==> src/core/alr_regs.svh <==
// constants for the adapter link recognition block
// assumes a 50 MHz system clock; included by package and modules
`ifndef ALR_REGS_SVH
`define ALR_REGS_SVH

`define ALR_STX 8'h02
`define ALR_KIND_RECOG 16'hFFFF
`define ALR_CMD_REQ 8'h00
`define ALR_CMD_NOTE 8'h01
`define ALR_CMD_DATA 8'h80
`define ALR_CMD_ACC 8'h81
`define ALR_LEN_NONE 16'h0000
`define ALR_LEN_ONE 16'h0001
`define ALR_RES_OK 8'h00
`define ALR_RES_NG 8'h01
`define ALR_SEQ_NONE 8'h00
`define ALR_IFD_SEQ_HI 7
`define ALR_IFD_SEQ_LO 6
`define ALR_IFD_FEAT_HI 5
`define ALR_IFD_FEAT_LO 3
`define ALR_SEQ_POLL 2'h1
`define ALR_SEQ_BIDIR 2'h3
`define ALR_MCLK_HZ 50000000
`define ALR_MS_CYC (`ALR_MCLK_HZ / 1000)
`define ALR_REPLY_MS 10'h12C
`define ALR_TRANS_MS 10'h1F4
`define ALR_RETRY_GAP_MS 10'h064
`define ALR_MAX_RECOVER 3
`define ALR_N_SPEEDS 7
`define ALR_START_SPEED 3'h2

`endif

==> src/core/alr_pkg.sv <==
// types shared by both ends of the recognition link
// assumes alr_regs.svh is on the include path
`include "alr_regs.svh"
package alr_pkg;
    typedef struct packed {
        logic [7:0] frame_start_code;
        logic [15:0] frame_kind;
        logic [7:0] command_code;
        logic [7:0] frame_seq_number;
        logic [15:0] payload_length;
        logic [7:0] data;
        logic [2:0] speed;
        logic [7:0] frame_check_code;
    } alr_frame_s;

    typedef enum logic [2:0] {
        ALR_A_REQ = 3'h0,
        ALR_A_WDATA = 3'h1,
        ALR_A_WACC = 3'h3,
        ALR_A_TRANS = 3'h2,
        ALR_A_UNCONF = 3'h6,
        ALR_A_CONF = 3'h7,
        ALR_A_GAP = 3'h5,
        ALR_A_NOCONN = 3'h4
    } alr_astate_e;

    typedef enum logic [2:0] {
        ALR_E_WREQ = 3'h0,
        ALR_E_WNOTE = 3'h1,
        ALR_E_TRANS = 3'h3,
        ALR_E_UNCONF = 3'h2,
        ALR_E_CONF = 3'h6
    } alr_estate_e;

    // check byte: byte sum of everything after the start code
    function automatic logic [7:0] alr_check(input alr_frame_s f);
        logic [7:0] s;
        s = f.frame_kind[15:8] + f.frame_kind[7:0] + f.command_code + f.frame_seq_number
            + f.payload_length[15:8] + f.payload_length[7:0];
        if (f.payload_length != `ALR_LEN_NONE) begin
            s = s + f.data;
        end
        return s;
    endfunction : alr_check

    function automatic alr_frame_s alr_mk_frame(input logic [7:0] cmd, input logic [7:0] seq,
                                                input logic [15:0] len, input logic [7:0] data,
                                                input logic [2:0] speed);
        alr_frame_s f;
        f.frame_start_code = `ALR_STX;
        f.frame_kind = `ALR_KIND_RECOG;
        f.command_code = cmd;
        f.frame_seq_number = seq;
        f.payload_length = len;
        f.data = (len == `ALR_LEN_NONE) ? 8'h00 : data;
        f.speed = speed;
        f.frame_check_code = 8'h00;
        f.frame_check_code = alr_check(f);
        return f;
    endfunction : alr_mk_frame

    function automatic logic alr_frame_ok(input alr_frame_s f);
        return (f.frame_start_code == `ALR_STX) && (f.frame_kind == `ALR_KIND_RECOG)
            && (f.frame_check_code == alr_check(f));
    endfunction : alr_frame_ok
endpackage : alr_pkg

==> src/core/alr_link_if.sv <==
// frame-level serial link between adapter and equipment
// one frame per valid pulse each way; both ends on the same clock
`timescale 1ns/100ps
`default_nettype none
interface alr_link_if;
    logic a2e_valid;
    alr_pkg::alr_frame_s a2e_frame;
    logic e2a_valid;
    alr_pkg::alr_frame_s e2a_frame;

    modport adapter (output a2e_valid, output a2e_frame, input e2a_valid, input e2a_frame);
    modport equip (input a2e_valid, input a2e_frame, output e2a_valid, output e2a_frame);
endinterface : alr_link_if
`default_nettype wire

==> src/core/alr_adapter.sv <==
// adapter end of the recognition link: speed hunt, notification,
// switch-over delay, confirmation and recovery
// assumes the equipment answers on the same clock through alr_link_if
`timescale 1ns/100ps
`default_nettype none
`include "alr_regs.svh"
// Notes on behaviour
// acceptance frame: 0x02, 0xFFFF, 0x81, no data
// acceptance sequence echoes request, else zero (code echoes the notification's number)
// stay unrecognized until recognition succeeds
// while unrecognized, try each speed in turn
// after recognition, use recognized method only
// on failure recover, else back to unrecognized
// switch-over delay is at least 500 ms
// bad response: retry after retry gap
// adapter may rerun confirmation after failure
// power-on start state chosen by parameter
// equipment waits for adapter's request
// equipment: reject goes waiting, accept answers
// adapter keeps requesting, cycling two+ speeds
// good data: notify positive, await acceptance
// unusable method: notify negative, no connection
// no connection: abort handling
// unconfirmed: confirm, then confirmed
// speed order, attempts and gap are parameters (code: order fixed ascending from START_SPEED over N_SPEEDS)
// equipment accepts within 300 ms
// acceptance within 300 ms, else re-request
module alr_adapter #(
    parameter int unsigned CYC_PER_MS = `ALR_MS_CYC,
    parameter int unsigned N_SPEEDS = `ALR_N_SPEEDS,
    parameter logic [9:0] RETRY_GAP_MS = `ALR_RETRY_GAP_MS,
    parameter int unsigned MAX_RECOVER = `ALR_MAX_RECOVER,
    parameter bit START_RECOG = 1'b0,
    parameter logic [2:0] START_SPEED = `ALR_START_SPEED
) (
    input wire logic i_mclk,
    input wire logic i_rst_b,
    alr_link_if.adapter link,
    input wire logic [2:0] i_feat_mask,
    input wire logic i_confirm_ok,
    input wire logic i_confirm_fail,
    input wire logic i_comm_fail,
    input wire logic i_recover_ok,
    input wire logic i_reconfirm,
    output alr_pkg::alr_astate_e o_state,
    output logic [2:0] o_speed,
    output logic [7:0] o_if_data,
    output logic o_recognized,
    output logic o_confirmed,
    output logic o_abort
);
    import alr_pkg::*;

    // at least two speeds are needed for a real hunt
    if (N_SPEEDS < 2 || N_SPEEDS > 7) begin : g_bad_spd
        $error("N_SPEEDS out of range");
    end
    if (CYC_PER_MS < 2 || CYC_PER_MS > 65536) begin : g_bad_div
        $error("CYC_PER_MS out of range");
    end
    if (MAX_RECOVER < 1 || MAX_RECOVER > 15) begin : g_bad_rcv
        $error("MAX_RECOVER out of range");
    end
    if (RETRY_GAP_MS == 10'h000) begin : g_bad_gap
        $error("RETRY_GAP_MS must be nonzero");
    end

    typedef struct packed {
        alr_astate_e st;
        logic [15:0] div;
        logic [9:0] ms;
        logic [2:0] spd;
        logic [7:0] seq;
        logic [7:0] ifd;
        logic [3:0] rcv;
        logic tx_v;
        alr_frame_s tx;
        logic rec;
        logic conf;
        logic abort;
    } alr_astate_s;

    alr_astate_s r;
    alr_astate_s n;
    alr_frame_s f;
    logic rx_ok;
    logic seq_ok;
    logic [1:0] ifd_seq;
    logic [2:0] ifd_feat;
    logic usable;

    assign f = link.e2a_frame;
    // replies heard at another speed are discarded, not misread
    assign rx_ok = link.e2a_valid && f.speed == r.spd && alr_frame_ok(f);
    // equipment without sequence support answers zero
    assign seq_ok = (f.frame_seq_number == r.seq - 8'h01) || (f.frame_seq_number == `ALR_SEQ_NONE);
    assign ifd_seq = f.data[`ALR_IFD_SEQ_HI:`ALR_IFD_SEQ_LO];
    assign ifd_feat = f.data[`ALR_IFD_FEAT_HI:`ALR_IFD_FEAT_LO];
    assign usable = (ifd_seq == `ALR_SEQ_POLL || ifd_seq == `ALR_SEQ_BIDIR)
        && ((ifd_feat & ~i_feat_mask) == 3'h0);

    always_comb begin
        n = r;
        n.tx_v = 1'b0;
        n.abort = 1'b0;
        n.div = (r.div == 16'(CYC_PER_MS - 1)) ? 16'h0000 : r.div + 16'h0001;
        if (r.div == 16'(CYC_PER_MS - 1) && r.ms != 10'h3FF) begin
            n.ms = r.ms + 10'h001;
        end
        unique case (r.st)
            ALR_A_REQ: begin
                n.tx_v = 1'b1;
                n.tx = alr_mk_frame(`ALR_CMD_REQ, r.seq, `ALR_LEN_NONE, 8'h00, r.spd);
                n.seq = r.seq + 8'h01;
                n.st = ALR_A_WDATA;
            end
            ALR_A_WDATA: begin
                if (rx_ok && f.command_code == `ALR_CMD_DATA && f.payload_length == `ALR_LEN_ONE
                    && seq_ok) begin
                    n.ifd = f.data;
                    n.tx_v = 1'b1;
                    n.tx = alr_mk_frame(`ALR_CMD_NOTE, r.seq, `ALR_LEN_ONE,
                                        usable ? `ALR_RES_OK : `ALR_RES_NG, r.spd);
                    n.seq = r.seq + 8'h01;
                    if (usable) begin
                        n.st = ALR_A_WACC;
                    end else begin
                        n.st = ALR_A_NOCONN;
                        n.abort = 1'b1;
                    end
                end else if (rx_ok || link.e2a_valid && f.speed == r.spd) begin
                    n.st = ALR_A_GAP;
                end else if (r.ms == `ALR_REPLY_MS) begin
                    n.st = ALR_A_GAP;
                end
            end
            ALR_A_WACC: begin
                if (rx_ok && f.command_code == `ALR_CMD_ACC && f.payload_length == `ALR_LEN_NONE
                    && seq_ok) begin
                    n.st = ALR_A_TRANS;
                end else if (r.ms == `ALR_REPLY_MS) begin
                    n.st = ALR_A_REQ;
                end
            end
            ALR_A_GAP: begin
                if (r.ms >= RETRY_GAP_MS) begin
                    // fixed ascending order; wraps after the last speed
                    n.spd = (r.spd >= 3'(N_SPEEDS - 1)) ? 3'h0 : r.spd + 3'h1;
                    n.st = ALR_A_REQ;
                end
            end
            ALR_A_TRANS: begin
                // the far end retunes in this time; nothing is sent
                if (r.ms >= `ALR_TRANS_MS) begin
                    n.st = ALR_A_UNCONF;
                end
            end
            ALR_A_UNCONF, ALR_A_CONF: begin
                if (i_comm_fail || (r.st == ALR_A_UNCONF && i_confirm_fail)) begin
                    if (r.rcv == 4'(MAX_RECOVER - 1)) begin
                        n.st = ALR_A_GAP;
                    end else begin
                        n.rcv = r.rcv + 4'h1;
                    end
                end else if (i_recover_ok) begin
                    n.rcv = 4'h0;
                end else if (r.st == ALR_A_UNCONF && i_confirm_ok) begin
                    n.st = ALR_A_CONF;
                end else if (r.st == ALR_A_CONF && i_reconfirm) begin
                    n.st = ALR_A_UNCONF;
                end
            end
            ALR_A_NOCONN: begin
                // terminal until reset: no method both sides accept
            end
        endcase
        if (n.st != r.st) begin
            n.div = 16'h0000;
            n.ms = 10'h000;
            if (n.st != ALR_A_UNCONF && n.st != ALR_A_CONF) begin
                n.rcv = 4'h0;
            end
        end
        // speed is frozen once recognized
        n.rec = (n.st == ALR_A_TRANS) || (n.st == ALR_A_UNCONF) || (n.st == ALR_A_CONF);
        n.conf = (n.st == ALR_A_CONF);
    end

    always_ff @(posedge i_mclk) begin
        if (!i_rst_b) begin
            r <= '0;
            r.st <= START_RECOG ? ALR_A_UNCONF : ALR_A_REQ;
            r.spd <= START_SPEED;
            r.rec <= START_RECOG;
        end else begin
            r <= n;
        end
    end

    assign link.a2e_valid = r.tx_v;
    assign link.a2e_frame = r.tx;
    assign o_state = r.st;
    assign o_speed = r.spd;
    assign o_if_data = r.ifd;
    assign o_recognized = r.rec;
    assign o_confirmed = r.conf;
    assign o_abort = r.abort;
endmodule : alr_adapter
`default_nettype wire

==> src/flat_wrapper.sv <==
// flat-port wrapper written by rule: the top's interface ports become plain ports
module alr_adapter_flat import alr_pkg::*;
#(
    parameter int unsigned CYC_PER_MS = `ALR_MS_CYC,
    parameter int unsigned N_SPEEDS = `ALR_N_SPEEDS,
    parameter logic [9:0] RETRY_GAP_MS = `ALR_RETRY_GAP_MS,
    parameter int unsigned MAX_RECOVER = `ALR_MAX_RECOVER,
    parameter bit START_RECOG = 1'b0,
    parameter logic [2:0] START_SPEED = `ALR_START_SPEED
)
  (i_mclk, i_rst_b, i_feat_mask, i_confirm_ok, i_confirm_fail, i_comm_fail, i_recover_ok, i_reconfirm, o_state, o_speed, o_if_data, o_recognized, o_confirmed, o_abort, link_a2e_valid, link_a2e_frame, link_e2a_valid, link_e2a_frame);
  alr_link_if link_i ();
  input wire logic i_mclk;
  input wire logic i_rst_b;
  input wire logic [2:0] i_feat_mask;
  input wire logic i_confirm_ok;
  input wire logic i_confirm_fail;
  input wire logic i_comm_fail;
  input wire logic i_recover_ok;
  input wire logic i_reconfirm;
  output alr_pkg::alr_astate_e o_state;
  output logic [2:0] o_speed;
  output logic [7:0] o_if_data;
  output logic o_recognized;
  output logic o_confirmed;
  output logic o_abort;
  output wire logic [$bits(link_i.a2e_valid)-1:0] link_a2e_valid;
  output wire logic [$bits(link_i.a2e_frame)-1:0] link_a2e_frame;
  input wire logic [$bits(link_i.e2a_valid)-1:0] link_e2a_valid;
  input wire logic [$bits(link_i.e2a_frame)-1:0] link_e2a_frame;
  assign link_a2e_valid = link_i.a2e_valid;
  assign link_a2e_frame = link_i.a2e_frame;
  assign link_i.e2a_valid = link_e2a_valid;
  assign link_i.e2a_frame = link_e2a_frame;
  alr_adapter #(.CYC_PER_MS(CYC_PER_MS), .N_SPEEDS(N_SPEEDS), .RETRY_GAP_MS(RETRY_GAP_MS), .MAX_RECOVER(MAX_RECOVER), .START_RECOG(START_RECOG), .START_SPEED(START_SPEED)) u_core (.i_mclk(i_mclk), .i_rst_b(i_rst_b), .link(link_i), .i_feat_mask(i_feat_mask), .i_confirm_ok(i_confirm_ok), .i_confirm_fail(i_confirm_fail), .i_comm_fail(i_comm_fail), .i_recover_ok(i_recover_ok), .i_reconfirm(i_reconfirm), .o_state(o_state), .o_speed(o_speed), .o_if_data(o_if_data), .o_recognized(o_recognized), .o_confirmed(o_confirmed), .o_abort(o_abort));
endmodule
==> config.mk <==
export PLATFORM = sky130hd
export DESIGN_NAME = alr_adapter_flat
export DESIGN_NICKNAME = d
export VERILOG_FILES = /design/src/core/alr_pkg.sv /design/src/core/alr_link_if.sv /design/src/core/alr_adapter.sv /design/src/flat_wrapper.sv
export VERILOG_INCLUDE_DIRS = /design/src /design/src/core
export SDC_FILE = /design/constraint.sdc
export NUM_CORES = 1
export LEC_CHECK = 0
export BUFFER_PORTS_ARGS = -buffer_cell sky130_fd_sc_hd__buf_4
export CAP_MARGIN = 20
export CORE_UTILIZATION = 59
export CTS_BUF_LIST = sky130_fd_sc_hd__clkbuf_2 sky130_fd_sc_hd__clkbuf_4 sky130_fd_sc_hd__clkbuf_8
export CTS_CLUSTER_SIZE = 24
export DETAILED_ROUTE_END_ITERATION = 6
export GPL_ROUTABILITY_DRIVEN = 0
export HOLD_SLACK_MARGIN = 0.05
export PLACE_DENSITY = 0.91
export RECOVER_POWER = 50
export SLEW_MARGIN = 20
export SYNTH_ARGS = -nofsm -noshare
export SYNTH_HDL_FRONTEND = slang
export SYNTH_SLANG_ARGS = --single-unit
==> constraint.sdc <==
create_clock -name i_mclk -period 16.1 [get_ports i_mclk]
set_input_delay 1.61 -clock i_mclk [delete_from_list [all_inputs] [get_ports i_mclk]]
set_output_delay 1.61 -clock i_mclk [all_outputs]
set_load 0.1 [all_outputs]
==> results of run 1 <==
registers in the layout (all words and copies together), names as in the netlist:
name	cells
u_core.link.a2e_valid	1
u_core.link.a2e_frame	22
u_core.o_abort	1
u_core.o_recognized	1
u_core.o_confirmed	1
u_core.r	38
u_core.o_speed	3
u_core.o_state	3
u_core.o_if_data	8
power by group:
part           leakage [nW]  switching, mW  total, mW  internal [mW]
logic                  2.22          0.359      0.561          0.202
clock network        0.0936         0.0817      0.141         0.0594
registers             0.633        0.00649      0.205          0.198
total                  2.95          0.447      0.907          0.460
worst max-delay path by stage:
| stage | from | end | slack [ns] | depth (start not counted) |
|---|---|---|---|---|
| after floorplan | link_e2a_frame[21] | u_core.r[80]$_SDFF_PN0_ | 9.38 | 19 |
| after global placement | link_e2a_frame[21] | u_core.r[91]$_SDFFE_PN0P_ | 8.60 | 20 |
| after CTS | link_e2a_frame[21] | u_core.r[127]$_SDFF_PP0_ | 8.84 | 20 |
| after detailed placement | link_e2a_frame[21] | u_core.r[127]$_SDFF_PP0_ | 8.47 | 20 |
| final | link_e2a_frame[21] | u_core.r[93]$_SDFFE_PN0P_ | 8.57 | 21 |
| after global routing | link_e2a_frame[21] | u_core.r[93]$_SDFFE_PN0P_ | 8.16 | 20 |
kinds of logic after synthesis:
| kind of cell | count (synthesis) | synth area share |
|---|---|---|
| AO/OA/AOI/OAI | 149 | 0.147 |
| XOR/XNOR | 57 | 0.0800 |
| adder cells (fa/ha/maj) | 54 | 0.133 |
| buffers and inverters | 182 | 0.156 |
| flip-flops | 78 | 0.234 |
| multiplexers | 10 | 0.0152 |
| other | 1 | 0.000562 |
| AND/OR/NAND/NOR | 295 | 0.235 |
cell usage in the layout, fill, tap and decap left out, drive strengths merged, types with 4 or more instances in the layout:
cell type   n
mux2i       9
a2111o      4
xor2       18
clkinv      4
nand4b      6
or4b        4
nor3       34
o211ai      7
or4         5
o21ai      27
ha         26
o311ai      4
clkbuf     70
nor3b       4
nor2       56
inv        65
or3         6
a21oi      53
fa         28
or2         4
nand2      55
xnor2      37
nand3      43
dfxtp      78
a31oi       9
nor4       11
nand4      23
buf        86
and2        5
a21o        5
and3       19
conb       36
nand2b      8
worst max-delay path: cells and delay by family:
family,cells,cell delay (ns)
adders and majority gates,6,2.53
buffers and inverters,5,1.61
AOI/OAI and AO/OA,4,0.89
xor gates and xnor gates,2,0.61
and+or+nand+nor,3,0.32
muxes,1,0.19
routing by layer:
| layer | wire length, microns | vias to the layer above | track usage |
|---|---|---|---|
| met2 | 7670 | 312 | 0.461 |
| li1 | - | 2927 | - |
| met5 | 0 | - | 0 |
| met3 | 1420 | 31 | 0.0446 |
| met1 | 7030 | 2882 | 0.380 |
| met4 | 343 | 0 | 0.0830 |
cell type report:
| type | count | area, sq um |
|---|---|---|
| repair buffers | 147 | 875 |
| multi-input cells | 601 | 4210 |
| fillers | 1011 | 3690 |
| flip-flops and latches | 78 | 1560 |
| well taps | 140 | 175 |
| inverters | 63 | 236 |
| clock buffers | 9 | 124 |
| clock inverters | 7 | 67.6 |
per-stage QoR:
step / hold slack [ns] / instance area [sq um] / total power [mW] / std cells / util
3_3_place_gp: 0.439 / 7280 / 0.750 / 1029 / 0.666
6_report: 0.455 / 7250 / 0.907 / 1045 / 0.663
2_1_floorplan: 0.422 / 6810 / 0.675 / 861 / -
4_1_cts: 0.459 / 7480 / 0.909 / 1045 / 0.684
3_5_place_dp: 0.449 / 7280 / 0.767 / 1029 / 0.666
5_1_grt: 0.482 / 7250 / 0.968 / 1045 / 0.663
==> results.sh, run 1 <==
export IMPL_cts_made_buffers=9
export IMPL_p_per_area_mw_per_mm2=125
export IMPL_grt_max_degree=43
export IMPL_portBuffers=142
export IMPL_slowest_delay_ns=1.31
export IMPL_leakagePower_nw=2.95
export IMPL_r2r_cells=11
export IMPL_synth_most_common_cell="buf_4"
export IMPL_syn_avg_cell_area_sq_um=8.08
export IMPL_drc=0
export IMPL_yosys_top_cells_count="90 x buf_4, 78 x dfxtp_1, 62 x inv_1, 56 x nor2_1, 55 x nand2_1"
export IMPL_core_sq_mm=0.0109
export IMPL_wl_per_cell_microns=15.8
export IMPL_setup_tns_ns=0
export IMPL_synth_warnings=0
export IMPL_num_antenna_cells=0
export IMPL_via_count=6152
export IMPL_worstPathRequired_ns=16.34
export IMPL_holdPathStages=2
export IMPL_dieArea_sq_mm=0.0117
export IMPL_grt_pass1_vias=5347
export IMPL_min_to="u_core.o_if_data[4]$_SDFFE_PN0P_"
export IMPL_cpMostUsedCell="fa_1"
export IMPL_die_h_microns=108
export IMPL_timing_final_ws_setup_ns=8.57
export IMPL_fin_crit_ns=7.53
export IMPL_synthCells=826
export IMPL_ant_nets=0
export IMPL_h_tree_depth=3
export IMPL_dp_slack_ns=8.47
export IMPL_slew_viol_final=81
export IMPL_nNetsFinal=1040
export IMPL_clk_latency_ns=0.35
export IMPL_crit_path_end_kind="flop"
export IMPL_die_x_microns=108
export IMPL_grt_usage=0.281
export IMPL_synth_area_leaders="dfxtp_1 23%, buf_4 10%, fa_1 8.4%"
export IMPL_ioPinCount=179
export IMPL_synth_cell_types=71
export IMPL_synth_top_cell_area_share=0.234
export IMPL_r2r_slack_ns=11.70
export IMPL_antenna_found_initial=0
export IMPL_cpMaxStageDelayCell="clkbuf_1"
export IMPL_cts_buffer_depth=2
export IMPL_maxSlewHeadroom=-0.215
export IMPL_synth_edff_count=0
export IMPL_ctsHoldBuffers=0
export IMPL_drive_above_1_share=0.135
export IMPL_finClkSkew_ns=0.0148
export IMPL_path_clk_slew_ns=0.09
export IMPL_r2r_start="u_core.r[93]$_SDFFE_PN0P_"
export IMPL_initial_core_util=0.611
export IMPL_ys_seq_area_frac=0.234
export IMPL_finalHoldViolations=0
export IMPL_grt_pass1_wl_microns=26100
export IMPL_clock_root_buffer="clkbuf_8"
export IMPL_async_flop_share=0
export IMPL_syn2layout_area_growth_pct=8.55
export IMPL_cts_tree="done"
export IMPL_vias_per_cell=5.89
export IMPL_hpwl_microns=12600
export IMPL_cp_start_kind="input port"
export IMPL_crit_path_cell_trace="clkbuf_1, fa_1, inv_1, fa_1, inv_1, fa_1, ha_1, inv_1, fa_1, nand2b_1, a21oi_1, xor2_1, ha_1, a21oi_1, o21ai_0, xnor3_1, nor3_1, nand4_1, clkbuf_1, a21boi_0, mux2i_1"
export IMPL_hold_path_class="reg2reg"
export IMPL_synth_flop_cell="dfxtp_1"
export IMPL_totalWireLength_microns=16500
export IMPL_rows=38
export IMPL_r2r_end="u_core.r[98]$_SDFFE_PN0P_"
export IMPL_min_period_over_period=0.468
export IMPL_rsz0062_at_grt="no"
export IMPL_syn_area_sq_mm=0.00668
export IMPL_violations="max-capacitance violations, max-slew violations"
export IMPL_ys_seq_elements=78
export IMPL_gr_total_overflow=0
export IMPL_synth_top_area_cell="dfxtp_1"
export IMPL_worstPathArrival_ns=7.77
export IMPL_worst_pin_slew_ns=1.82
export IMPL_cts_sinks=78
export IMPL_hp_start="u_core.o_if_data[4]$_SDFFE_PN0P_"
export IMPL_worstSetupPathType="in2reg"
export IMPL_status="complete, but fails checks"
export IMPL_cp_max_fo=42
export IMPL_cts_setup_buffers=0
export IMPL_cap_violations=2
export IMPL_ctsResizeCount=0
export IMPL_drt_iter0_drc=531
export IMPL_setup_viol=0
export IMPL_fmax_mhz=133
export IMPL_ir_worst_vdd_mv=0.131
export IMPL_dr_pass1_iters=5
No activity file was read; power rests on OpenSTA's default activity.
==> run 2: changes to the inputs <==
--- a/config.mk
+++ b/config.mk
@@ -8,13 +8,13 @@
 export LEC_CHECK = 0
 export BUFFER_PORTS_ARGS = -buffer_cell sky130_fd_sc_hd__buf_4
 export CAP_MARGIN = 20
-export CORE_UTILIZATION = 59
+export CORE_UTILIZATION = 55
 export CTS_BUF_LIST = sky130_fd_sc_hd__clkbuf_2 sky130_fd_sc_hd__clkbuf_4 sky130_fd_sc_hd__clkbuf_8
 export CTS_CLUSTER_SIZE = 24
 export DETAILED_ROUTE_END_ITERATION = 6
 export GPL_ROUTABILITY_DRIVEN = 0
 export HOLD_SLACK_MARGIN = 0.05
-export PLACE_DENSITY = 0.91
+export PLACE_DENSITY = 0.86
 export RECOVER_POWER = 50
 export SLEW_MARGIN = 20
 export SYNTH_ARGS = -nofsm -noshare
==> constraint.sdc (replaced) <==
create_clock -name i_mclk -period 6.94 [get_ports i_mclk]
set_input_delay 0.694 -clock i_mclk [delete_from_list [all_inputs] [get_ports i_mclk]]
set_output_delay 0.694 -clock i_mclk [all_outputs]
set_load 0.1 [all_outputs]
==> run 2 against run 1 <==
Critical path depth is the same. Worst setup slack got worse by 7.9 ns. Critical path type unchanged. The flow finishes with violations (design-rule violations). Utilization is 3.4 points lower. Flip-flop and latch count is the same. Via count shrank 2.4%. Cell count is 0.38% higher.
==> results.sh, run 2 (same netlist as run 1, synthesis figures left out) <==
export IMPL_r2r_start="u_core.r[93]$_SDFFE_PN0P_"
export IMPL_die_h_microns=112
export IMPL_min_period_over_period=0.905
export IMPL_worst_pin_slew_ns=1.24
export IMPL_fin_crit_ns=6.28
export IMPL_multiInputGateArea_sq_mm=0.00421
export IMPL_hpwl_microns=13000
export IMPL_gr_total_overflow=0
export IMPL_top_register="u_core.r"
export IMPL_portBuffers=142
export IMPL_ioPinCount=179
export IMPL_die_x_microns=112
export IMPL_worstPathArrival_ns=6.56
export IMPL_path_clk_slew_ns=0.08
export IMPL_totalWireLength_microns=16500
export IMPL_grt_max_degree=43
export IMPL_total_power_mw=2.15
export IMPL_initial_core_util=0.575
export IMPL_ant_nets=0
export IMPL_grt_pass1_vias=5615
export IMPL_maxSlewHeadroom=0.178
export IMPL_largest_reg_flops=38
export IMPL_cp_max_fo=42
export IMPL_ctsResizeCount=0
export IMPL_layout_commonest_cell="buf_4"
export IMPL_grt_usage=0.265
export IMPL_wl_per_cell_microns=15.7
export IMPL_slew_viol_final=0
export IMPL_cp_start_kind="input port"
export IMPL_r2r_slack_ns=2.71
export IMPL_p_per_area_mw_per_mm2=295
export IMPL_hp_start="u_core.link.a2e_frame[42]$_SDFFE_PN0P_"
export IMPL_dieArea_sq_mm=0.0126
export IMPL_nNetsFinal=1042
export IMPL_cts_tree="done"
export IMPL_ctsHoldBuffers=0
export IMPL_seqCellArea_sq_mm=0.00156
export IMPL_clk_latency_ns=0.35
export IMPL_rsz0062_at_grt="no"
export IMPL_violations="design-rule violations"
export IMPL_drc=13
export IMPL_hold_path_class="reg2reg"
export IMPL_via_count=6002
export IMPL_finalHoldViolations=0
export IMPL_drive_above_1_share=0.139
export IMPL_mostFrequentLayoutCells="90 x buf_4, 78 x dfxtp_1, 62 x inv_1, 58 x clkbuf_1, 56 x nor2_1"
export IMPL_dr_pass1_iters=7
export IMPL_clock_root_buffer="clkbuf_8"
export IMPL_whs_ns=0.470
export IMPL_cts_buffer_depth=2
export IMPL_cap_violations=0
export IMPL_h_tree_depth=3
export IMPL_cts_setup_buffers=0
export IMPL_vias_per_cell=5.72
export IMPL_core_sq_mm=0.0116
export IMPL_finClkSkew_ns=0.0101
export IMPL_crit_path_end_kind="flop"
export IMPL_ir_worst_vdd_mv=0.320
export IMPL_leakagePower_nw=2.99
export IMPL_setup_tns_ns=0
export IMPL_grt_pass1_wl_microns=27000
export IMPL_cts_made_buffers=9
export IMPL_setup_viol=0
export IMPL_status="complete, but fails checks"
export IMPL_syn2layout_area_growth_pct=9.41
export IMPL_antenna_found_initial=0
export IMPL_drt_iter0_drc=518
export IMPL_final_util=0.629
export IMPL_cts_sinks=78
export IMPL_fmax_mhz=159
export IMPL_num_antenna_cells=0
export IMPL_startpoint="link_e2a_frame[21]"
export IMPL_worstSetupPathType="in2reg"
export IMPL_rows=39
export IMPL_worstPathRequired_ns=7.22
export IMPL_n_fill_cell=1057
## run 2: changes by cell type in the layout (fill, tap and decap cells not counted)
cell | previous run | this run
inv_6 | 3 | 0
clkbuf_8 | 9 | 10
clkbuf_4 | 0 | 2
clkbuf_2 | 0 | 1
clkinv_4 | 2 | 1
clkinvlp_4 | 1 | 0
bufinv_16 | 0 | 2
buf_4 | 86 | 90
clkinv_8 | 1 | 0
clkbuf_1 | 61 | 58
## run 2: worst paths after layout
kind                                             to  cells after the start
max                       u_core.r[98]$_SDFFE_PN0P_                     21
min reg2reg  u_core.link.a2e_frame[42]$_SDFFE_PN0P_                      2
max reg2reg               u_core.r[98]$_SDFFE_PN0P_                     11
min          u_core.link.a2e_frame[42]$_SDFFE_PN0P_                      2
## run 2: report_power, final
| part | switching (mW) | internal, mW | leakage [nW] |
|---|---|---|---|
| registers | 0.0155 | 0.460 | 0.633 |
| clock network | 0.163 | 0.219 | 0.113 |
| logic | 0.823 | 0.470 | 2.24 |
## run 2: layer usage
layer	vias to the layer above	GRT usage	wire length (microns)
met4	0	0.0933	382
met2	272	0.442	7640
met1	2771	0.342	7170
met3	34	0.0524	1330
li1	2925	-	-
met5	-	0	0
## run 2: critical path: stages
cell and delay [ns]:
clkbuf_1 0.10, fa_1 0.56, inv_1 0.07, fa_1 0.53
inv_1 0.05, fa_1 0.54, ha_1 0.20, inv_1 0.06
fa_1 0.52, inv_1 0.05, ha_1 0.31, xnor2_1 0.21
and3_1 0.20, o211ai_1 0.09, a32oi_1 0.27, nand2_1 0.17
nor4b_1 0.57, nand4_1 0.17, clkbuf_2 0.52, a211oi_1 0.44
mux2i_1 0.21
## run 2: area by class of cell
class | instances | area share
clock buffers | 12 | 0.0209
clock inverters | 3 | 0.00942
inverters | 63 | 0.0324
multi-input cells | 601 | 0.576
flip-flops and latches | 78 | 0.214
well taps | 143 | 0.0245
repair buffers | 149 | 0.123
## run 2: per-stage QoR
stage                     worst slack (ns)  area [sq um]  std cells
after floorplan                       1.14          6810        861
after global routing                 0.356          7300       1049
after detailed placement             0.392          7300       1034
after CTS                            0.704          7520       1049
final                                0.660          7300       1049
after global placement               0.498          7300       1034
